==> src/verilog/cpa_pkg.sv <==
// Constants and carrier types for the complementary PWM auxiliary control block
package cpa_pkg;
   localparam int unsigned CPA_AW = 8;
   localparam int unsigned CPA_DW = 32;
   // Register byte offsets
   localparam logic [7:0] CPA_OFF_WAVE = 8'h00;
   localparam logic [7:0] CPA_OFF_OUTC = 8'h04;
   localparam logic [7:0] CPA_OFF_GATE = 8'h08;
   localparam logic [7:0] CPA_OFF_IEN = 8'h0c;
   localparam logic [7:0] CPA_OFF_SKIP = 8'h10;
   localparam logic [7:0] CPA_OFF_BUFX = 8'h14;
   localparam logic [7:0] CPA_OFF_ADCR = 8'h18;
   localparam logic [7:0] CPA_OFF_ACC = 8'h1c;
   localparam logic [7:0] CPA_OFF_SYNC = 8'h20;
   localparam logic [7:0] CPA_OFF_BUF = 8'h24;
   localparam logic [7:0] CPA_OFF_TEMP = 8'h28;
   localparam logic [7:0] CPA_OFF_STAT = 8'h2c;
   // Field positions
   localparam int unsigned CPA_WAVE_CTRL = 0;
   localparam int unsigned CPA_WAVE_CCE = 1;
   localparam int unsigned CPA_OUTC_NEG = 0;
   localparam int unsigned CPA_OUTC_POS = 1;
   localparam int unsigned CPA_OUTC_TOG = 2;
   localparam int unsigned CPA_GATE_U = 0;
   localparam int unsigned CPA_GATE_FB = 3;
   localparam int unsigned CPA_GATE_P = 4;
   localparam int unsigned CPA_GATE_N = 5;
   localparam int unsigned CPA_IEN_CREST = 0;
   localparam int unsigned CPA_IEN_TROUGH = 1;
   localparam int unsigned CPA_IEN_TRG = 2;
   localparam int unsigned CPA_IEN_TRG2 = 3;
   localparam int unsigned CPA_SKIP_TIMER_COUNTER = 0;
   localparam int unsigned CPA_SKIP_TEN = 3;
   localparam int unsigned CPA_SKIP_CCNT = 4;
   localparam int unsigned CPA_SKIP_CEN = 7;
   localparam int unsigned CPA_ADCR_CREST = 0;
   localparam int unsigned CPA_ADCR_TROUGH = 1;
   // Buffer transfer control encodings
   localparam logic [1:0] CPA_BTE_NORMAL = 2'h0;
   localparam logic [1:0] CPA_BTE_OFF = 2'h1;
   localparam logic [1:0] CPA_BTE_LINK = 2'h2;
   // Reset values
   localparam logic [7:0] CPA_RST_OUTC = 8'h03;
   localparam logic CPA_RST_ACC = 1'b1;
   // Events from the waveform engine, all one-cycle pulses except the levels tb_trough and init_period
   typedef struct packed {
      logic crest;
      logic trough;
      logic sync_clr;
      logic other_cmp;
      logic delay_req;
      logic xfer_req;
      logic tb_trough;
      logic init_period;
   } cpa_evt_t;
   typedef struct packed {
      logic [2:0] pos;
      logic [2:0] neg;
   } cpa_phase_t;
endpackage

==> src/verilog/cpa_aux_ctrl.sv <==
// Complementary PWM auxiliary control: clearing, commutation, triggers, skipping, protection
//
// Our own choices: strobed register access and the register offsets.
`timescale 1ns/1ps
`default_nettype none
module cpa_aux_ctrl
   import cpa_pkg::*;
(
   // Clock and reset
   input wire logic i_ref_clk,
   input wire logic i_rst_n,
   // Register port
   input wire logic [CPA_AW-1:0] i_addr,
   input wire logic [CPA_DW-1:0] i_wdata,
   input wire logic i_wr,
   input wire logic i_rd,
   output logic [CPA_DW-1:0] o_rdata,
   // Waveform engine
   input wire cpa_evt_t i_evt,
   input wire cpa_phase_t i_pwm,
   output logic o_cnt_clear,
   output logic o_init_load,
   output logic o_buf_xfer,
   output logic [15:0] o_temp,
   // Interrupts and A/D requests
   output logic o_crest_irq,
   output logic o_trough_irq,
   output logic o_adc_req,
   output logic o_adc_delay_req,
   // Pins
   input wire logic [2:0] i_position,
   input wire logic i_shutdown,
   input wire logic i_osc_stop,
   output cpa_phase_t o_gate,
   output logic [5:0] o_gate_oe
);
   typedef struct packed {
      logic wave_ctrl;
      logic cce;
      logic [2:0] outc;
      logic [5:0] gate;
      logic [3:0] ien;
      logic [7:0] skip;
      logic [1:0] buffer_transfer_ctrl_field;
      logic [1:0] adcr;
      logic acc;
      logic sync_en;
      logic [15:0] buf_r;
      logic [15:0] temp;
      logic [2:0] crest_cnt;
      logic [2:0] trough_cnt;
      logic crest_win;
      logic trough_win;
      logic [2:0] pos_s1;
      logic [2:0] pos_s2;
      logic [2:0] pos_prev;
      logic [1:0] halt_s1;
      logic [1:0] halt_s2;
      cpa_phase_t pattern;
      cpa_phase_t gate_out;
      logic clr;
      logic init_load;
      logic xfer;
      logic crest_irq;
      logic trough_irq;
      logic adc;
      logic adc_dly;
      logic [CPA_DW-1:0] rdata;
   } cpa_state_t;

   cpa_state_t s_q;
   cpa_state_t s_d;
   logic [1:0] rst_sync_q;
   logic rst_n;

   // Reset release
   always_ff @(posedge i_ref_clk or negedge i_rst_n) begin
      if (!i_rst_n) begin
         rst_sync_q <= 2'h0;
      end else begin
         rst_sync_q <= {rst_sync_q[0], 1'b1};
      end
   end
   assign rst_n = rst_sync_q[1];

   // Commutation table: position code to on phases
   function automatic cpa_phase_t commutate(input logic [2:0] code);
      cpa_phase_t r;
      r = '0;
      unique case (code)
         3'h1: begin
            r.pos = 3'h1;
            r.neg = 3'h2;
         end
         3'h3: begin
            r.pos = 3'h1;
            r.neg = 3'h4;
         end
         3'h2: begin
            r.pos = 3'h2;
            r.neg = 3'h4;
         end
         3'h6: begin
            r.pos = 3'h2;
            r.neg = 3'h1;
         end
         3'h4: begin
            r.pos = 3'h4;
            r.neg = 3'h1;
         end
         3'h5: begin
            r.pos = 3'h4;
            r.neg = 3'h2;
         end
         default: r = '0;
      endcase
      return r;
   endfunction

   logic wr_ok;
   logic sync_clr;
   logic c_pass;
   logic t_pass;
   logic c_live;
   logic t_live;
   logic xfer_ok;
   logic pos_lvl;
   logic neg_lvl;
   logic halted;

   always_comb begin
      s_d = s_q;
      wr_ok = s_q.acc;
      pos_lvl = s_q.outc[CPA_OUTC_POS];
      neg_lvl = s_q.outc[CPA_OUTC_NEG];
      c_live = s_q.skip[CPA_SKIP_CEN] && (s_q.skip[CPA_SKIP_CCNT +: 3] != 3'h0);
      t_live = s_q.skip[CPA_SKIP_TEN] && (s_q.skip[CPA_SKIP_TIMER_COUNTER +: 3] != 3'h0);
      c_pass = 1'b0;
      t_pass = 1'b0;
      xfer_ok = 1'b0;
      halted = s_q.halt_s2[0] || s_q.halt_s2[1];
      // Register writes
      if (i_wr) begin
         if (i_addr == CPA_OFF_ACC) begin
            s_d.acc = i_wdata[0];
         end
         if (i_addr == CPA_OFF_BUF) begin
            s_d.buf_r = i_wdata[15:0];
         end
         if (i_addr == CPA_OFF_SKIP) begin
            s_d.skip = i_wdata[7:0];
         end
         if (i_addr == CPA_OFF_BUFX) begin
            s_d.buffer_transfer_ctrl_field = i_wdata[1:0];
         end
         if (i_addr == CPA_OFF_ADCR) begin
            s_d.adcr = i_wdata[1:0];
         end
         if (wr_ok) begin
            unique case (i_addr)
               CPA_OFF_WAVE: begin
                  s_d.wave_ctrl = i_wdata[CPA_WAVE_CTRL];
                  s_d.cce = i_wdata[CPA_WAVE_CCE];
               end
               CPA_OFF_OUTC: s_d.outc = i_wdata[2:0];
               CPA_OFF_GATE: s_d.gate = i_wdata[5:0];
               CPA_OFF_IEN: s_d.ien = i_wdata[3:0];
               CPA_OFF_SYNC: s_d.sync_en = i_wdata[0];
               default: s_d.sync_en = s_q.sync_en;
            endcase
         end
      end
      // Read data, valid the cycle after the strobe
      s_d.rdata = '0;
      if (i_rd) begin
         unique case (i_addr)
            CPA_OFF_WAVE: s_d.rdata = wr_ok ? {30'h0, s_q.cce, s_q.wave_ctrl} : '0;
            CPA_OFF_OUTC: s_d.rdata = wr_ok ? {29'h0, s_q.outc} : '0;
            CPA_OFF_GATE: s_d.rdata = wr_ok ? {26'h0, s_q.gate} : '0;
            CPA_OFF_IEN: s_d.rdata = wr_ok ? {28'h0, s_q.ien} : '0;
            CPA_OFF_SYNC: s_d.rdata = wr_ok ? {31'h0, s_q.sync_en} : '0;
            CPA_OFF_SKIP: s_d.rdata = {24'h0, s_q.skip};
            CPA_OFF_BUFX: s_d.rdata = {30'h0, s_q.buffer_transfer_ctrl_field};
            CPA_OFF_ADCR: s_d.rdata = {30'h0, s_q.adcr};
            CPA_OFF_ACC: s_d.rdata = {31'h0, s_q.acc};
            CPA_OFF_BUF: s_d.rdata = {16'h0, s_q.buf_r};
            CPA_OFF_TEMP: s_d.rdata = {16'h0, s_q.temp};
            CPA_OFF_STAT: s_d.rdata = {14'h0, halted, s_q.pos_s2, s_q.trough_win, s_q.crest_win,
                                       s_q.trough_cnt, s_q.crest_cnt, s_q.pattern};
            default: s_d.rdata = '0;
         endcase
      end
      // Counter clearing
      sync_clr = i_evt.sync_clr && s_q.sync_en;
      s_d.clr = sync_clr || (s_q.cce && i_evt.crest);
      s_d.init_load = sync_clr && !(s_q.wave_ctrl && i_evt.tb_trough && !i_evt.init_period);
      // Skip counters
      if (!s_q.skip[CPA_SKIP_CEN]) begin
         s_d.crest_cnt = 3'h0;
      end else if (i_evt.crest) begin
         if (s_q.crest_cnt + 3'h1 >= s_q.skip[CPA_SKIP_CCNT +: 3]) begin
            s_d.crest_cnt = 3'h0;
            c_pass = 1'b1;
         end else begin
            s_d.crest_cnt = s_q.crest_cnt + 3'h1;
         end
      end
      if (!s_q.skip[CPA_SKIP_TEN]) begin
         s_d.trough_cnt = 3'h0;
      end else if (i_evt.trough) begin
         if (s_q.trough_cnt + 3'h1 >= s_q.skip[CPA_SKIP_TIMER_COUNTER +: 3]) begin
            s_d.trough_cnt = 3'h0;
            t_pass = 1'b1;
         end else begin
            s_d.trough_cnt = s_q.trough_cnt + 3'h1;
         end
      end
      s_d.crest_irq = i_evt.crest && s_q.ien[CPA_IEN_CREST] &&
                      (!s_q.skip[CPA_SKIP_CEN] || c_pass);
      s_d.trough_irq = i_evt.trough && s_q.ien[CPA_IEN_TROUGH] &&
                       (!s_q.skip[CPA_SKIP_TEN] || t_pass);
      // Transfer-enabled periods: from a passed event until the next event of either kind
      if (i_evt.crest || i_evt.trough) begin
         s_d.crest_win = c_pass && c_live;
         s_d.trough_win = t_pass && t_live;
      end
      // Buffer transfer
      unique case (s_q.buffer_transfer_ctrl_field)
         CPA_BTE_NORMAL: xfer_ok = 1'b1;
         CPA_BTE_OFF: xfer_ok = 1'b0;
         CPA_BTE_LINK: xfer_ok = (s_q.crest_win && c_live) || (s_q.trough_win && t_live);
         default: xfer_ok = 1'b0;
      endcase
      s_d.xfer = i_evt.xfer_req && xfer_ok;
      if (s_d.xfer) begin
         s_d.temp = s_q.buf_r;
      end
      // A/D start requests
      s_d.adc = s_q.ien[CPA_IEN_TRG] && (i_evt.crest || i_evt.other_cmp ||
                (i_evt.trough && s_q.ien[CPA_IEN_TRG2]));
      s_d.adc_dly = i_evt.delay_req &&
                    (!(s_q.adcr[CPA_ADCR_CREST] || s_q.adcr[CPA_ADCR_TROUGH]) ||
                     (s_q.adcr[CPA_ADCR_CREST] && s_q.crest_win) ||
                     (s_q.adcr[CPA_ADCR_TROUGH] && s_q.trough_win));
      // Pin synchronisers
      s_d.pos_s1 = i_position;
      s_d.pos_s2 = s_q.pos_s1;
      s_d.pos_prev = s_q.pos_s2;
      s_d.halt_s1 = {i_osc_stop, i_shutdown};
      s_d.halt_s2 = s_q.halt_s1;
      // Commutation pattern
      if (s_q.gate[CPA_GATE_FB]) begin
         s_d.pattern = commutate(s_q.gate[CPA_GATE_U +: 3]);
      end else if (s_q.pos_s2 != s_q.pos_prev) begin
         s_d.pattern = commutate(s_q.pos_s2);
      end
      // Gate drive: on phases chop or hold on level, off phases hold the inactive level
      for (int k = 0; k < 3; k++) begin
         if (s_q.pattern.pos[k]) begin
            s_d.gate_out.pos[k] = s_q.gate[CPA_GATE_P] ? (i_pwm.pos[k] ~^ pos_lvl) : pos_lvl;
         end else begin
            s_d.gate_out.pos[k] = !pos_lvl;
         end
         if (s_q.pattern.neg[k]) begin
            s_d.gate_out.neg[k] = s_q.gate[CPA_GATE_N] ? (i_pwm.neg[k] ~^ neg_lvl) : neg_lvl;
         end else begin
            s_d.gate_out.neg[k] = !neg_lvl;
         end
      end
   end

   always_ff @(posedge i_ref_clk or negedge rst_n) begin
      if (!rst_n) begin
         s_q <= '0;
         s_q.outc <= CPA_RST_OUTC[2:0];
         s_q.acc <= CPA_RST_ACC;
         s_q.gate_out <= {3'h0, 3'h0};
      end else begin
         s_q <= s_d;
      end
   end

   assign o_rdata = s_q.rdata;
   assign o_cnt_clear = s_q.clr;
   assign o_init_load = s_q.init_load;
   assign o_buf_xfer = s_q.xfer;
   assign o_temp = s_q.temp;
   assign o_crest_irq = s_q.crest_irq;
   assign o_trough_irq = s_q.trough_irq;
   assign o_adc_req = s_q.adc;
   assign o_adc_delay_req = s_q.adc_dly;
   assign o_gate = s_q.gate_out;
   assign o_gate_oe = (s_q.halt_s2[0] || s_q.halt_s2[1]) ? 6'h00 : 6'h3f;
endmodule
`default_nettype wire

==> config.mk <==
export PLATFORM = sky130hd
export DESIGN_NAME = cpa_aux_ctrl
export DESIGN_NICKNAME = d
export VERILOG_FILES = /design/src/verilog/cpa_pkg.sv /design/src/verilog/cpa_aux_ctrl.sv
export SDC_FILE = /design/constraint.sdc
export NUM_CORES = 1
export LEC_CHECK = 0
export BUFFER_PORTS_ARGS = -buffer_cell sky130_fd_sc_hd__buf_2
export CORE_MARGIN = 2
export CORE_UTILIZATION = 55
export DETAILED_ROUTE_END_ITERATION = 8
export PLACE_DENSITY = 0.81
export SKIP_CTS_REPAIR_TIMING = 1
export SLEW_MARGIN = 5
export SYNTH_ARGS = -nofsm -noshare
export SYNTH_HDL_FRONTEND = slang
export SYNTH_SLANG_ARGS = --single-unit
==> constraint.sdc <==
create_clock -name i_ref_clk -period 8.65 [get_ports i_ref_clk]
set_input_delay 1.2975 -clock i_ref_clk [delete_from_list [all_inputs] [get_ports i_ref_clk]]
set_output_delay 1.2975 -clock i_ref_clk [all_outputs]
set_load 0.02 [all_outputs]
==> metrics.txt <==
outcome=complete, no violations; crit path DAT=3.25 ns; PwrDens=211.0 nW/um^2; DRC viols=0; syn_area_per_cell=12.21 sq um; endpoint type of the worst setup path=flop; commonest non-fill, non-tap cell in the layout=dfrtp_1; die width=107.3 um; Max Cap Viol=0; layout cells sized above 1=37.93%; crit path kind=input pin to flop; Max Clk Rate=0.3506 GHz; DPL Wire Length=9054 um; initial antenna violation count=0; most frequent cells in the layout=117 x dfrtp_1, 99 x buf_2, 51 x mux2_2; Leakage=3.340 nW; design area=6659 sq um; ys flop type=dfrtp_1; sw power=326.7 uW; hold_ws=0.3179 ns; setup TNS=0 ns; ant diodes=0; max_slew headroom=22.85%; leading area contributor after synthesis=dfrtp_1; chip height=107.3 um; Max FO, Critical Path=27; CTS Buffer Depth=2; worst path cell trace=buf_2, nor4b_4, nand3_4, mux2_4; share of flip-flops with an asynchronous set or reset=100.0%; total detailed-routing wirelength=13170 um; share of the synthesized area in the top cell type=50.28%; VDD IR-drop max=0.0001154 V; initial core utilization=56.89%; Max Slew Vio Count=0; Area after DPL=6076 sq um; root buffer cell=clkbuf_8; CTS H-tree depth=4; Pint=1.078 mW; Layout area overhead=13.38%; fin util=64.50%; sequential fraction of the synthesis area=51.62%; Clock Power Share=48.6%; drt pass-1 iters=6; first-pass GRT wire length=21170 um; Clock Sink Count=121; Worst path max stage delay=0.61 ns; synth warn=0; Sw Ratio=23.26%; Critical Path Source Type=input pin; GRT Total Usage=24.44%; via-per-instance ratio=5.808; clock latency on the worst-skew pair=0.51 ns; die area=11520 sq um; Layout Nets=609; final hold vios=0; Avg WL per Cell=19.17 um; Final min period=2.853 ns; Reg clk slew, reported paths=0.06 ns; Post-Synthesis Cells=481; CTS tree=built; I/O pin cnt=130; cells taking the most area after synthesis=dfrtp_1 50%, mux2_2 9.8%, buf_4 7.7%; Worst Path Required=9.05 ns; TritonCTS Buffers=17; period utilization=32.98%; Rows=37; largest net degree at the start of global routing=78; Post-synth EDFFs=0; I/O Buffers=99; Design Power=1.405 mW; vias in the first global route=4155; CP max stage cell=nor4b_4; HP Class=flop to async pin; sequential share of power=43.5%; CORE AREA=10320 sq um; Synth Register Bits=121; Unique masters post-synth=57; initial drt markers=289; GRT overflow=0; Mapped Area=5873 sq um; GPL Wtd Cong=0.9047; Final Skew=0.005849 ns; ANT nets after route=0; final setup fails=0; Slew @ Worst Pin=1.157 ns; combinational power share=7.8%; via count=3990; RSZ-0062 raised after global routing=no
[worst max-delay path, delay by kind of cell]
family / cells / cell delay [ns]
buffers and inverters: 1 / 0.49
muxes: 1 / 0.43
and+or+nand+nor: 2 / 1.02
[power groups by stage]
| stage | logic, mW | clock network, mW | registers (mW) |
|---|---|---|---|
| global route | 0.119 | 0.722 | 0.614 |
| floorplan | 0.0849 | 0 | 0.618 |
| global placement | 0.106 | 0 | 0.619 |
| finish | 0.110 | 0.683 | 0.611 |
| detailed placement | 0.109 | 0 | 0.621 |
| CTS | 0.110 | 0.691 | 0.611 |
[logic make-up after synthesis]
group	count (synthesis)	synth area share, %
and+or+nand+nor	97	9.566
muxes	79	16.30
other	2	0.1279
buffers and inverters	89	9.864
adders and majority gates	8	1.704
DFF	121	51.62
xor gates and xnor gates	11	1.640
AOI/OAI and AO/OA	74	9.182
[synthesized netlist by cell type (2+ instances only)]
library cell	count
dfrtp_1	118
buf_4	60
mux2_2	51
nand2_1	25
nor2_1	24
a22oi_1	13
inv_1	13
a21oi_1	12
mux2_1	12
o21ai_0	12
xor2_1	11
mux2_4	10
clkbuf_1	8
ha_1	8
nand3_1	8
nand2b_1	6
nor2b_1	6
a21boi_0	5
a22o_1	5
a31oi_1	5
and2_1	4
a32oi_1	3
buf_2	3
dfstp_2	3
mux2i_1	3
mux4_2	3
nand3b_1	3
nand4_1	3
nor3b_1	3
o32a_1	3
a21o_1	2
a222oi_1	2
buf_1	2
buf_6	2
conb_1	2
nor2_2	2
nor4_2	2
nor4b_2	2
nor4b_4	2
o21a_1	2
o22ai_1	2
[registers in the layout, summed over array words and instances (netlist names)]
register	cells
rst_sync_q	2
wr_ok	1
neg_lvl	1
s_q	61
o_rdata	18
o_buf_xfer	1
o_crest_irq	1
o_adc_delay_req	1
o_cnt_clear	1
o_adc_req	1
s_d	8
o_init_load	1
pos_lvl	1
o_gate	6
o_temp	16
o_trough_irq	1
[per-layer routing]
layer	wire, um	global-route usage, %	vias up	part of all wire, %
met1	5274	31.08	1997	40
met4	451	10.99	0	3.4
met3	1054	7.022	43	8.0
met2	6386	39.01	203	49
met5	0	0	-	0
li1	-	-	1747	-
[cell type report]
class	count	area, sq um
clock buffers	25	494.2
clock inverters	7	88.84
fillers	767	3665
inverters	13	48.80
multi-input cells	284	2311
flip-flops and latches	121	3035
well taps	136	170.2
repair buffers	101	510.5
[final timing paths]
check	cells after the start	end	slack [ns]	startpoint
max in group asynchronous	1	s_q[112]	7.00	rst_sync_q[1]
setup reg to reg	3	o_temp[6]	6.34	s_q[117]
setup / recovery	4	s_q[96]	5.80	i_addr[2]
hold reg to reg	0	s_q[103]	0.32	rst_sync_q[1]
min in group i_ref_clk	0	s_d[56]	0.35	s_d[59]
hold / removal	0	s_q[103]	0.32	rst_sync_q[1]
[stage by stage]
stage / cells / setup WS (ns)
floorplan: 494 / 5.035
global placement: 655 / 5.404
detailed placement: 655 / 5.358
CTS: 687 / 5.865
global route: 687 / 5.773
finish: 687 / 5.797
Power figures use the tool's default switching activity.
